--- config.mk ---
export PLATFORM = sky130hd
export DESIGN_NAME = msc_top
export DESIGN_NICKNAME = d
export VERILOG_FILES = /design/src/design/msc_pkg.sv /design/src/design/msc_top.sv /design/src/design/msc_twi_slave.sv
export SDC_FILE = /design/constraint.sdc
export NUM_CORES = 1
export LEC_CHECK = 0
export BUFFER_PORTS_ARGS = -buffer_cell sky130_fd_sc_hd__clkbuf_2
export CAP_MARGIN = 20
export CORE_UTILIZATION = 45
export DETAILED_ROUTE_END_ITERATION = 8
export GPL_TIMING_DRIVEN = 0
export PLACE_DENSITY = 0.64
export SYNTH_ARGS = -nofsm -noshare
export SYNTH_HDL_FRONTEND = slang
export SYNTH_HIERARCHICAL = 1
export SYNTH_SLANG_ARGS = --single-unit
--- constraint.sdc ---
create_clock -name pclk -period 3.5 [get_ports pclk]
set_input_delay 0.35 -clock pclk [delete_from_list [all_inputs] [get_ports pclk]]
set_output_delay 0.35 -clock pclk [all_outputs]
set_load 0.01 [all_outputs]
--- src/design/msc_pkg.sv ---
// Shared constants and types for the module sideband control block
package msc_pkg;

  // Core clock
  localparam int CLK_NS = 4;

  // Least reset pulse on the reset pin, and the cycles it takes (rounded up)
  localparam int RST_MIN_NS = 2000;
  localparam logic [15:0] RST_CYC = 16'((RST_MIN_NS + CLK_NS - 1) / CLK_NS);

  // Management interface start-up time after reset (rounded up)
  localparam int INIT_NS = 1000;
  localparam logic [15:0] INIT_CYC = 16'((INIT_NS + CLK_NS - 1) / CLK_NS);

  // 2-wire device address (value is arbitrary)
  localparam logic [6:0] DEV_ADDR = 7'h50;

  // APB byte offsets
  localparam logic [11:0] OFS_IRQ_STATUS = 12'h000;
  localparam logic [11:0] OFS_IRQ_CLEAR = 12'h004;
  localparam logic [11:0] OFS_IRQ_ENABLE = 12'h008;
  localparam logic [11:0] OFS_STATE = 12'h00c;
  localparam logic [11:0] OFS_CONTROL = 12'h010;

  // Interrupt event bit positions
  localparam int IRQ_W = 3;
  localparam int IRQ_RESET_DONE = 0;
  localparam int IRQ_HOST_WRITE = 1;
  localparam int IRQ_HIGH_POWER = 2;
  localparam logic [IRQ_W-1:0] IRQ_ENABLE_RST = 3'h0;

  // CONTROL register field
  localparam int CTRL_FAULT = 0;

  // STATE register fields
  localparam int ST_NOT_READY = 0;
  localparam int ST_HIGH_POWER = 1;
  localparam int ST_INIT_SEL = 2;
  localparam int ST_SELECTED = 3;
  localparam int ST_RESET_PIN = 4;
  localparam int ST_READY = 5;

  // Byte addresses of the memory map seen over the 2-wire bus
  localparam logic [7:0] MAP_STATUS = 8'h00;
  localparam logic [7:0] MAP_CONTROL = 8'h01;
  localparam logic [7:0] MAP_ALERT = 8'h02;

  // Sequencer and 2-wire slave states
  typedef enum logic {SEQ_INIT, SEQ_READY} msc_seq_e;
  typedef enum logic [2:0] {
    TW_IDLE, TW_ADDR, TW_ACK_A, TW_PTR, TW_ACK_P, TW_WDATA, TW_ACK_D, TW_RDATA
  } msc_tw_e;
  localparam logic [3:0] TW_BYTE_BITS = 4'h8;
  localparam logic [3:0] TW_LAST_BIT = 4'h7;

endpackage

--- src/design/msc_top.sv ---
// Sideband control of a pluggable module: reset, init mode, alert, 2-wire map, APB
//
// Behaviour
// RULE_01 - Answer 2-wire traffic only while module select is held low.
// RULE_02 - Host gives each module on a shared bus its own select line.
// RULE_03 - Host reads and writes the memory map over the 2-wire bus.
// RULE_04 - Reset pin held low past the minimum length resets all settings.
// RULE_05 - Host ignores status bits until reset completion is signalled.
// RULE_06 - Completion shown by alert asserted with not-ready flag negated.
// RULE_07 - After power-up the completion alert is posted without a reset pulse.
// RULE_08 - Init select input is pulled high, so undriven means software control.
// RULE_09 - Init select high keeps low power until software enables high power.
// RULE_10 - Init select low lets the module enter high power once initialised.
// RULE_11 - Host keeps the init select level constant while the module is present.
// RULE_12 - Presence line tied to ground inside the module.
// RULE_13 - Open-collector alert goes low on fault or critical status.
// RULE_14 - Host finds the alert source by reading the memory map.
// RULE_15 - Not-ready flag stays set until reset or power-up initialisation ends.
//
// Chosen here: the register addresses and register access over APB.
`timescale 1ns/1ps
module msc_top (
  input wire logic pclk,
  input wire logic presetn,
  input wire logic psel,
  input wire logic penable,
  input wire logic pwrite,
  input wire logic [11:0] paddr,
  input wire logic [31:0] pwdata,
  output logic [31:0] prdata,
  output logic pready,
  output logic pslverr,
  input wire logic module_select_n,
  input wire logic module_reset_n,
  input wire logic initialization_control_select,
  input wire logic scl,
  input wire logic sda_in,
  output logic sda_out,
  output logic sda_oe,
  output logic presence_detect_n,
  output logic alert_n_out,
  output logic alert_n_oe,
  output logic init_pullup_en,
  output logic high_power_mode,
  output logic irq
);

  typedef struct packed {
    logic rst_s1;
    logic rst_s2;
    logic sel_s1;
    logic sel_s2;
    logic mode_s1;
    logic mode_s2;
    msc_pkg::msc_seq_e seq;
    logic [15:0] init_cnt;
    logic [15:0] low_cnt;
    logic not_ready;
    logic hp_enable;
    logic high_power;
    logic alert_done;
    logic alert_fault;
    logic [msc_pkg::IRQ_W-1:0] irq_status;
    logic [msc_pkg::IRQ_W-1:0] irq_enable;
    logic [31:0] prdata;
  } msc_state_s;

  msc_state_s s;
  msc_state_s next_s;

  logic tw_wr;
  logic tw_rd;
  logic [7:0] tw_addr;
  logic [7:0] tw_wdata;
  logic [7:0] tw_rdata;
  logic wr_acc;
  logic rd_setup;
  logic mapped;
  logic full_reset;
  logic fault_req;
  logic [msc_pkg::IRQ_W-1:0] irq_ev;

  // 2-wire slave, gated by the synchronised select level
  msc_twi_slave u_twi (
    .pclk(pclk),
    .presetn(presetn),
    .en(~s.sel_s2), // see RULE_01
    .scl(scl),
    .sda_in(sda_in),
    .sda_oe(sda_oe),
    .reg_wr(tw_wr),
    .reg_rd(tw_rd),
    .reg_addr(tw_addr),
    .reg_wdata(tw_wdata),
    .reg_rdata(tw_rdata)
  );

  // APB decode; zero wait states, unknown offsets answer with an error
  assign wr_acc = psel & penable & pwrite;
  assign rd_setup = psel & ~penable & ~pwrite;
  assign mapped = (paddr == msc_pkg::OFS_IRQ_STATUS) || (paddr == msc_pkg::OFS_IRQ_CLEAR) ||
                  (paddr == msc_pkg::OFS_IRQ_ENABLE) || (paddr == msc_pkg::OFS_STATE) ||
                  (paddr == msc_pkg::OFS_CONTROL);
  assign pready = 1'b1;
  assign pslverr = psel & penable & ~mapped;
  assign prdata = s.prdata;

  // Reset pin held past the minimum: flag only once the full length is seen
  assign full_reset = ~s.rst_s2 && (s.low_cnt == msc_pkg::RST_CYC); // see RULE_04
  assign fault_req = wr_acc && (paddr == msc_pkg::OFS_CONTROL) && pwdata[msc_pkg::CTRL_FAULT];

  // Memory map as the host sees it over the 2-wire bus
  always_comb begin
    unique case (tw_addr)
      msc_pkg::MAP_STATUS: tw_rdata = {5'h00, s.mode_s2, s.high_power, s.not_ready};
      msc_pkg::MAP_CONTROL: tw_rdata = {7'h00, s.hp_enable};
      msc_pkg::MAP_ALERT: tw_rdata = {6'h00, s.alert_fault, s.alert_done}; // see RULE_13
      default: tw_rdata = 8'h00;
    endcase
  end

  // Sequencer, flags and register file
  always_comb begin
    next_s = s;
    irq_ev = '0;
    // Pins from the host are asynchronous: two flops before any use
    next_s.rst_s1 = module_reset_n;
    next_s.rst_s2 = s.rst_s1;
    next_s.sel_s1 = module_select_n;
    next_s.sel_s2 = s.sel_s1;
    next_s.mode_s1 = initialization_control_select;
    next_s.mode_s2 = s.mode_s1;

    // Length of the current low pulse on the reset pin, saturating
    if (s.rst_s2) begin
      next_s.low_cnt = 16'h0000;
    end else if (s.low_cnt != msc_pkg::RST_CYC) begin
      next_s.low_cnt = s.low_cnt + 16'h0001;
    end

    // Host writes over the 2-wire bus; only the power enable is writable
    if (tw_wr && tw_addr == msc_pkg::MAP_CONTROL) begin
      next_s.hp_enable = tw_wdata[0]; // see RULE_09
    end
    irq_ev[msc_pkg::IRQ_HOST_WRITE] = tw_wr;

    // Alert sources clear when the host reads them; a new event wins
    if (tw_rd && tw_addr == msc_pkg::MAP_ALERT) begin
      next_s.alert_done = 1'b0;
      next_s.alert_fault = 1'b0;
    end
    if (fault_req) begin
      next_s.alert_fault = 1'b1; // see RULE_13
    end

    unique case (s.seq)
      msc_pkg::SEQ_INIT: begin
        // Startup count waits for the reset pin to go high again
        next_s.not_ready = 1'b1; // see RULE_15
        next_s.high_power = 1'b0;
        if (!s.rst_s2) begin
          next_s.init_cnt = 16'h0000;
        end else if (s.init_cnt == msc_pkg::INIT_CYC - 16'h0001) begin
          next_s.seq = msc_pkg::SEQ_READY;
          next_s.not_ready = 1'b0; // see RULE_15
          next_s.alert_done = 1'b1; // see RULE_06
          irq_ev[msc_pkg::IRQ_RESET_DONE] = 1'b1;
        end else begin
          next_s.init_cnt = s.init_cnt + 16'h0001;
        end
      end
      msc_pkg::SEQ_READY: begin
        // Init select high: software decides; low: straight to high power
        if (s.mode_s2) begin
          next_s.high_power = s.hp_enable; // see RULE_09
        end else begin
          next_s.high_power = 1'b1; // see RULE_10
        end
      end
    endcase

    // Complete reset returns every sideband setting to its default; the APB interrupt status and enable keep their values
    if (full_reset) begin
      next_s.seq = msc_pkg::SEQ_INIT; // see RULE_04
      next_s.init_cnt = 16'h0000;
      next_s.not_ready = 1'b1;
      next_s.hp_enable = 1'b0;
      next_s.high_power = 1'b0;
      next_s.alert_done = 1'b0;
      next_s.alert_fault = 1'b0;
    end
    irq_ev[msc_pkg::IRQ_HIGH_POWER] = next_s.high_power & ~s.high_power;

    // Sticky status: clear first, then events so a same-cycle set wins
    if (wr_acc && paddr == msc_pkg::OFS_IRQ_CLEAR) begin
      next_s.irq_status = s.irq_status & ~pwdata[msc_pkg::IRQ_W-1:0];
    end
    next_s.irq_status = next_s.irq_status | irq_ev;
    if (wr_acc && paddr == msc_pkg::OFS_IRQ_ENABLE) begin
      next_s.irq_enable = pwdata[msc_pkg::IRQ_W-1:0];
    end

    // Read data captured in the setup cycle, held through access
    if (rd_setup) begin
      next_s.prdata = 32'h0000_0000;
      unique case (paddr)
        msc_pkg::OFS_IRQ_STATUS: next_s.prdata[msc_pkg::IRQ_W-1:0] = s.irq_status;
        msc_pkg::OFS_IRQ_ENABLE: next_s.prdata[msc_pkg::IRQ_W-1:0] = s.irq_enable;
        msc_pkg::OFS_STATE: begin
          next_s.prdata[msc_pkg::ST_NOT_READY] = s.not_ready;
          next_s.prdata[msc_pkg::ST_HIGH_POWER] = s.high_power;
          next_s.prdata[msc_pkg::ST_INIT_SEL] = s.mode_s2;
          next_s.prdata[msc_pkg::ST_SELECTED] = ~s.sel_s2;
          next_s.prdata[msc_pkg::ST_RESET_PIN] = s.rst_s2;
          next_s.prdata[msc_pkg::ST_READY] = (s.seq == msc_pkg::SEQ_READY);
        end
        msc_pkg::OFS_CONTROL: next_s.prdata[msc_pkg::CTRL_FAULT] = s.alert_fault;
        default: next_s.prdata = 32'h0000_0000;
      endcase
    end
  end

  // Power-up reset lands in the init state, so completion follows unasked
  always_ff @(posedge pclk or negedge presetn) begin
    if (!presetn) begin
      s <= '{rst_s1: 1'b1, rst_s2: 1'b1, sel_s1: 1'b1, sel_s2: 1'b1, mode_s1: 1'b1,
             mode_s2: 1'b1, seq: msc_pkg::SEQ_INIT, not_ready: 1'b1,
             irq_enable: msc_pkg::IRQ_ENABLE_RST, default: '0}; // see RULE_07
    end else begin
      s <= next_s;
    end
  end

  // Pin drivers; open-collector lines only ever pull low
  assign sda_out = 1'b0;
  assign alert_n_out = 1'b0;
  assign alert_n_oe = s.alert_done | s.alert_fault; // see RULE_06
  assign presence_detect_n = 1'b0; // see RULE_12
  assign init_pullup_en = 1'b1; // see RULE_08
  assign high_power_mode = s.high_power;
  assign irq = |(s.irq_status & s.irq_enable);
endmodule // msc_top

--- src/design/msc_twi_slave.sv ---
// Byte-oriented 2-wire slave giving access to the sideband memory map
`timescale 1ns/1ps
module msc_twi_slave (
  input wire logic pclk,
  input wire logic presetn,
  input wire logic en,
  input wire logic scl,
  input wire logic sda_in,
  output logic sda_oe,
  output logic reg_wr,
  output logic reg_rd,
  output logic [7:0] reg_addr,
  output logic [7:0] reg_wdata,
  input wire logic [7:0] reg_rdata
);

  typedef struct packed {
    logic scl_s1;
    logic scl_s2;
    logic scl_p;
    logic sda_s1;
    logic sda_s2;
    logic sda_p;
    msc_pkg::msc_tw_e st;
    logic [3:0] bitc;
    logic [7:0] sh;
    logic [7:0] ptr;
    logic rw;
    logic rack;
    logic oe;
    logic wr;
    logic rd;
  } msc_tw_s;

  msc_tw_s s;
  msc_tw_s next_s;
  logic rise;
  logic fall;
  logic start;
  logic stop;

  // Edge and condition detect on synchronised copies only
  assign rise = s.scl_s2 & ~s.scl_p;
  assign fall = ~s.scl_s2 & s.scl_p;
  assign start = s.scl_s2 & s.scl_p & s.sda_p & ~s.sda_s2;
  assign stop = s.scl_s2 & s.scl_p & ~s.sda_p & s.sda_s2;

  // Bit engine; drives the data line only low, never high
  always_comb begin
    next_s = s;
    next_s.wr = 1'b0;
    next_s.rd = 1'b0;
    next_s.scl_s1 = scl;
    next_s.scl_s2 = s.scl_s1;
    next_s.scl_p = s.scl_s2;
    next_s.sda_s1 = sda_in;
    next_s.sda_s2 = s.sda_s1;
    next_s.sda_p = s.sda_s2;
    if (!en || stop) begin // see RULE_01
      next_s.st = msc_pkg::TW_IDLE;
      next_s.oe = 1'b0;
    end else if (start) begin
      next_s.st = msc_pkg::TW_ADDR;
      next_s.bitc = 4'h0;
      next_s.oe = 1'b0;
    end else begin
      unique case (s.st)
        msc_pkg::TW_IDLE: begin
          next_s.oe = 1'b0;
        end
        msc_pkg::TW_ADDR, msc_pkg::TW_PTR, msc_pkg::TW_WDATA: begin
          if (rise) begin
            next_s.sh = {s.sh[6:0], s.sda_s2};
            next_s.bitc = s.bitc + 4'h1;
          end else if (fall && s.bitc == msc_pkg::TW_BYTE_BITS) begin
            next_s.bitc = 4'h0;
            if (s.st == msc_pkg::TW_ADDR) begin
              // Foreign addresses drop back to idle without acknowledge
              if (s.sh[7:1] == msc_pkg::DEV_ADDR) begin
                next_s.rw = s.sh[0];
                next_s.oe = 1'b1;
                next_s.st = msc_pkg::TW_ACK_A;
              end else begin
                next_s.st = msc_pkg::TW_IDLE;
              end
            end else if (s.st == msc_pkg::TW_PTR) begin
              next_s.ptr = s.sh;
              next_s.oe = 1'b1;
              next_s.st = msc_pkg::TW_ACK_P;
            end else begin
              next_s.wr = 1'b1; // see RULE_03
              next_s.oe = 1'b1;
              next_s.st = msc_pkg::TW_ACK_D;
            end
          end
        end
        msc_pkg::TW_ACK_A, msc_pkg::TW_ACK_P, msc_pkg::TW_ACK_D: begin
          if (fall) begin
            next_s.oe = 1'b0;
            if (s.st == msc_pkg::TW_ACK_A && s.rw) begin
              next_s.sh = reg_rdata; // see RULE_03
              next_s.rd = 1'b1;
              next_s.oe = ~reg_rdata[7];
              next_s.rack = 1'b0;
              next_s.st = msc_pkg::TW_RDATA;
            end else if (s.st == msc_pkg::TW_ACK_A) begin
              next_s.st = msc_pkg::TW_PTR;
            end else begin
              // Auto increment after each data byte
              if (s.st == msc_pkg::TW_ACK_D) begin
                next_s.ptr = s.ptr + 8'h01;
              end
              next_s.st = msc_pkg::TW_WDATA;
            end
          end
        end
        msc_pkg::TW_RDATA: begin
          // rack marks the master acknowledge slot after the eighth bit
          if (s.rack) begin
            if (rise && s.sda_s2) begin
              next_s.st = msc_pkg::TW_IDLE;
            end else if (fall) begin
              next_s.sh = reg_rdata;
              next_s.rd = 1'b1;
              next_s.oe = ~reg_rdata[7];
              next_s.rack = 1'b0;
            end
          end else if (fall) begin
            if (s.bitc == msc_pkg::TW_LAST_BIT) begin
              next_s.oe = 1'b0;
              next_s.ptr = s.ptr + 8'h01;
              next_s.bitc = 4'h0;
              next_s.rack = 1'b1;
            end else begin
              next_s.sh = {s.sh[6:0], 1'b0};
              next_s.oe = ~s.sh[6];
              next_s.bitc = s.bitc + 4'h1;
            end
          end
        end
      endcase
    end
  end

  // State register; lines idle high after reset
  always_ff @(posedge pclk or negedge presetn) begin
    if (!presetn) begin
      s <= '{scl_s1: 1'b1, scl_s2: 1'b1, scl_p: 1'b1, sda_s1: 1'b1, sda_s2: 1'b1,
             sda_p: 1'b1, st: msc_pkg::TW_IDLE, default: '0};
    end else begin
      s <= next_s;
    end
  end

  assign sda_oe = s.oe;
  assign reg_wr = s.wr;
  assign reg_rd = s.rd;
  assign reg_addr = s.ptr;
  assign reg_wdata = s.sh;
endmodule // msc_twi_slave

==> results of run 1 <==
## where the power goes
group / internal, mW / switching, mW / total (mW)
logic: 0.0676 / 0.0900 / 0.158
registers: 1.06 / 0.0211 / 1.08
clock network: 0.591 / 0.386 / 0.977
total: 1.72 / 0.498 / 2.22
## layout make-up
class | instances | area, um^2 | area share (%)
sequential | 90 | 2270 | 37.4
clock inverter | 4 | 50.0 | 0.825
tap | 143 | 179 | 2.95
inverter | 17 | 63.8 | 1.05
clock buffer | 12 | 256 | 4.23
timing repair buffer | 34 | 195 | 3.22
buffer | 66 | 450 | 7.42
multi-input combinational | 414 | 2600 | 42.9
## sequential cells by signal, indices dropped and copies added (netlist names)
| register | cells |
|---|---|
| high_power_mode | 1 |
| u_twi/next_s | 4 |
| u_twi/sda_oe | 1 |
| s | 46 |
| u_twi/reg_wr | 1 |
| next_s | 3 |
| prdata | 6 |
| u_twi/reg_wdata | 8 |
| u_twi/reg_rd | 1 |
| u_twi/s | 11 |
| u_twi/reg_addr | 8 |
## path summary, 6_finish.rpt
| kind | startpoint | endpoint | slack, ps | depth (start not counted) |
|---|---|---|---|---|
| worst max-delay path | s[57]$_DFFE_PN0P_ | s[72]$_DFFE_PN0P_ | 670 | 6 |
| min in group pclk | scl | u_twi/next_s[32]$_DFF_PN1_ | 90 | 1 |
| worst min register to register | next_s[76]$_DFF_PN1_ | s[76]$_DFF_PN1_ | 350 | 0 |
| worst max register to register | s[57]$_DFFE_PN0P_ | s[72]$_DFFE_PN0P_ | 670 | 6 |
| worst min-delay path | presetn | s[56]$_DFFE_PN0P_ | 20 | 1 |
| max in group asynchronous | presetn | next_s[78]$_DFF_PN1_ | 2780 | 2 |
## layout by cell type, fill, tap and decap left out, drive strengths merged, types with 11 or more instances in the layout
cell / count
nor2: 46
o21ai: 31
dfstp: 13
dfrtp: 77
nand3: 20
buf: 53
nand4: 11
mux2: 23
clkbuf: 59
conb: 38
a21oi: 35
or3: 14
nand2: 42
inv: 17
nor3: 13
## worst register-to-register path, stage by stage (launching register included)
cell	delay, ps
dfrtp_1	410
or4b_4	580
or4_1	530
clkbuf_1	230
a21oi_1	400
clkbuf_1	460
a21oi_1	90
## routing by layer
layer / global-route usage, % / wire length, um / up-vias
met5: 0 / 0 / -
met4: 4.86 / 107 / 0
met3: 5.41 / 353 / 12
met2: 32.1 / 5520 / 73
met1: 23.4 / 4960 / 2036
li1: - / - / 2078
## stage by stage
step | cells | instance area [um^2] | power, mW
3_3_place_gp | 763 | 5730 | 1.25
4_1_cts | 780 | 6070 | 2.25
6_report | 780 | 6070 | 2.22
2_1_floorplan | 587 | 5390 | 1.20
3_5_place_dp | 764 | 5760 | 1.26
5_1_grt | 780 | 6070 | 2.31
==> results.md, run 1 <==
- CTS root buffer: clkbuf_16
- Slew Limit Fails: 0
- Initial DRC Count: 253
- Worst Path Max Fanout: 10
- Signal arrival time at the worst endpoint: 3030 ps
- Setup crit end kind: flip-flop
- Post-layout min period: 2830 ps
- Diodes inserted: 0
- Final period utilization: 80.8%
- CP max stage cell: or4b_4
- FMAX: 0.354 GHz
- Crit path max-delay family: simple AND/OR/NAND/NOR gates
- Layout fillers: 1062
- Crit-path max cell delay: 580 ps
- Largest net degree at the start of global routing: 55
- Clk slew on worst S/H paths: 60 ps
- DIE AREA: 12100 um^2
- Yosys warns: 6
- WL/cell: 14.0 um
- Post-CTS Resized: 0
- Worst slew pin tran: 793 ps
- Initial Utilization: 46.0%
- Class of the worst hold path: input pin to asynchronous set/reset pin
- Setup CP Type: flip-flop to flip-flop
- Mean post-synth cell area: 9.53 um^2
- Maximum root-to-sink buffer count: 2
- Clk Latency, worst-skew pair: 340 ps
- Area Overhead vs Synth: 15.5%
- Row count: 39
- Antenna violations before repair: 0
- CP Cell Sequence: or4b_4 -> or4_1 -> clkbuf_1 -> a21oi_1 -> clkbuf_1 -> a21oi_1
- Gp weighted congestion: 0.888
- Drt pass-1 iters: 4
- Core area: 11400 um^2
- Final core occ: 53.1%
- Power Density: 366 nW/um^2
- Setup TNS: 0 ps
- Mapped cell area: 5250 um^2
- DRT antenna net count: 0
- Headroom to the max-slew limit: 47.1%
- TritonCTS buffer count: 9
- Grt ovf: 0
- Startpoint Class: flip-flop
- Status: finished clean
- DR vias/cell: 5.38
- Port Buffer Count: 33
- Vias: 4199
- Final hold vios: 0
- Pre-CTS WS: 677 ps
- Setup fix buffers added after clock tree synthesis: 0
- CTS tree: built
- Final hold slack: 18.9 ps
- Skew final: 6.69 ps
- Clk sink count: 90
- RSZ-0062 raised after global routing: false
- Post-Synthesis Cells: 551
- Io pins: 96
- Post-Route WL: 10.9 mm
- Share of cells above drive strength 1: 23.9%
- Max VDD drop: 369 uV
- Setup Viol. Count Final: 0
- GRT Overall Usage: 18.9%
- Drt drc: 0
- Die H: 110 um
- Leakage power: 2.80 nW
- # hold bufs at CTS: 0
- Final WS setup: 673 ps
- Die X: 110 um
- Number of max-cap violations: 0
- Worst Path Buf+Inv: 2
- Final HPWL DP: 8.07 mm
- Vias in the first global route: 3767
- Global-route wire length before repair: 17.6 mm
- Nets: 693
- CP Data Required Time: 3700 ps
- # H-tree levels: 3
(Power assumes the default switching activity.)
==> inputs of run 2 (changes only) <==
- ABC_AREA: unset -> 1
- PLACE_DENSITY: 0.64 -> 0.63
- clock period: 3.5 -> 2.7 ns (I/O delays scaled with it)
==> results.md, run 2 <==
- Area Overhead vs Synth: 16.3%
- Number of flip-flops under the largest register name: 46
- Initial DRC Count: 280
- Final period utilization: 71.3%
- CP max stage cell: dfstp_2
- Commonest non-fill, non-tap cell in the layout: nand2_1
- Global-route wire length before repair: 21.5 mm
- Final hold vios: 0
- Setup TNS: 0 ps
- CTS root buffer: clkbuf_16
- Final HPWL DP: 9.59 mm
- WL/cell: 11.8 um
- Die X: 116 um
- Cell total after placement: 1062
- Cell with the most instances on the worst path: nand3_1
- CP Data Required Time: 2980 ps
- Skew final: 4.96 ps
- CP Cell Sequence: nor2_1 -> nand2_1 -> nand3_1 -> inv_1 -> nand3_1 -> nor2_2 -> nand3_1 -> nand2_1
- Setup Viol. Count Final: 0
- Maximum root-to-sink buffer count: 2
- Row count: 41
- Class of the worst hold path: input pin to flip-flop
- Initial Utilization: 46.1%
- Leakage power: 3.48 nW
- Largest net degree at the start of global routing: 57
- Post-layout min period: 1920 ps
- Die H: 116 um
- Share of cells above drive strength 1: 18.1%
- Clk sink count: 90
- Yosys warns: 6
- Setup crit end kind: flip-flop
- Finished Cell Area: 6740 um^2
- Slew Limit Fails: 0
- Setup CP Type: flip-flop to flip-flop
- Core area: 12600 um^2
- Clk Latency, worst-skew pair: 340 ps
- Mean post-synth cell area: 7.08 um^2
- Worst slew pin tran: 521 ps
- Post-DP Area: 6350 um^2
- Worst Path Buf+Inv: 1
- Clk slew on worst S/H paths: 60 ps
- Startpoint Class: flip-flop
- Layout fillers: 1280
- Vias in the first global route: 4570
- Post-Route WL: 12.8 mm
- DIE AREA: 13300 um^2
- Mapped cell area: 5800 um^2
- # H-tree levels: 3
- Vias: 5198
- GRT Overall Usage: 20.4%
- Number of max-cap violations: 0
- Most frequent cells in the layout: nand2_1, nor2_1, inv_1
- Register name with the most flops: s
- Diodes inserted: 0
- Nets: 968
- Largest regs: s (46), u_twi/s (11)
- Drt pass-1 iters: 5
- Signal arrival time at the worst endpoint: 2210 ps
- FMAX: 0.520 GHz
- Drt drc: 0
- Status: finished clean
- Fin cells: 1084
- Gp weighted congestion: 0.898
- Max VDD drop: 405 uV
- Worst Path Max Fanout: 8
- Post-Synthesis Cells: 819
- TritonCTS buffer count: 9
- Crit-path max cell delay: 550 ps
- Power Density: 628 nW/um^2
- Antenna violations before repair: 1
- # hold bufs at CTS: 5
- Grt ovf: 0
- Post-CTS Resized: 0
- Pwr Total: 4.23 mW
- CTS tree: built
- DRT antenna net count: 0
- DR vias/cell: 4.80
- Io pins: 96
- Crit path max-delay family: simple AND/OR/NAND/NOR gates
- Headroom to the max-slew limit: 65.3%
- RSZ-0062 raised after global routing: false
- Port Buffer Count: 35
- Setup fix buffers added after clock tree synthesis: 0
run 2: stage by stage:
stage	utilization (%)	hold WS, ps	worst slack (ps)
floorplan	-	-25.6	1160
global placement	50.3	346	274
detailed placement	50.5	304	792
CTS	53.5	1.30	779
global route	53.6	215	579
finish	53.6	192	775
run 2: area by class of cell:
class,instances,area [um^2],share of cell area (%)
clock inverter,4,73.8,1.10
buffer,57,418,6.20
sequential,90,2270,33.7
multi-input combinational,608,2870,42.6
inverter,99,372,5.51
timing repair buffer,42,265,3.94
tap,172,215,3.19
clock buffer,12,256,3.81
run 2: report_power, final:
| part | internal (mW) | switching [mW] |
|---|---|---|
| Sequential | 1.47 | 0.137 |
| Combinational | 0.434 | 0.811 |
| Clock | 0.862 | 0.525 |
| Total | 2.76 | 1.47 |
run 2: path summary, 6_finish.rpt:
path	depth (start not counted)	startpoint	slack, ps	endpoint
setup reg to reg	8	u_twi/next_s[28]$_DFF_PN1_	780	u_twi/reg_wdata[7]$_DFFE_PN0P_
max in group asynchronous	3	presetn	1540	next_s[78]$_DFF_PN1_
min in group asynchronous	2	presetn	470	u_twi/reg_addr[3]$_DFFE_PN0P_
setup / recovery	8	u_twi/next_s[28]$_DFF_PN1_	780	u_twi/reg_wdata[7]$_DFFE_PN0P_
hold / removal	3	pwdata[1]	190	s[33]$_DFFE_PN0P_
hold reg to reg	0	u_twi/next_s[32]$_DFF_PN1_	360	u_twi/next_s[31]$_DFF_PN1_
run 2: layer usage:
metal	share of wire (%)	global-route usage, %
met2	43	31.0
met1	51	29.0
met4	1.7	7.97
met3	4.8	3.71
met5	0	0
run 2: worst reg2reg max path, cell delays in order (launching register included):
cell and delay [ps]:
dfstp_2 550, nor2_1 50, nand2_1 140, nand3_1 250, inv_1 240, nand3_1 110, nor2_2 300, nand3_1 140
nand2_1 80
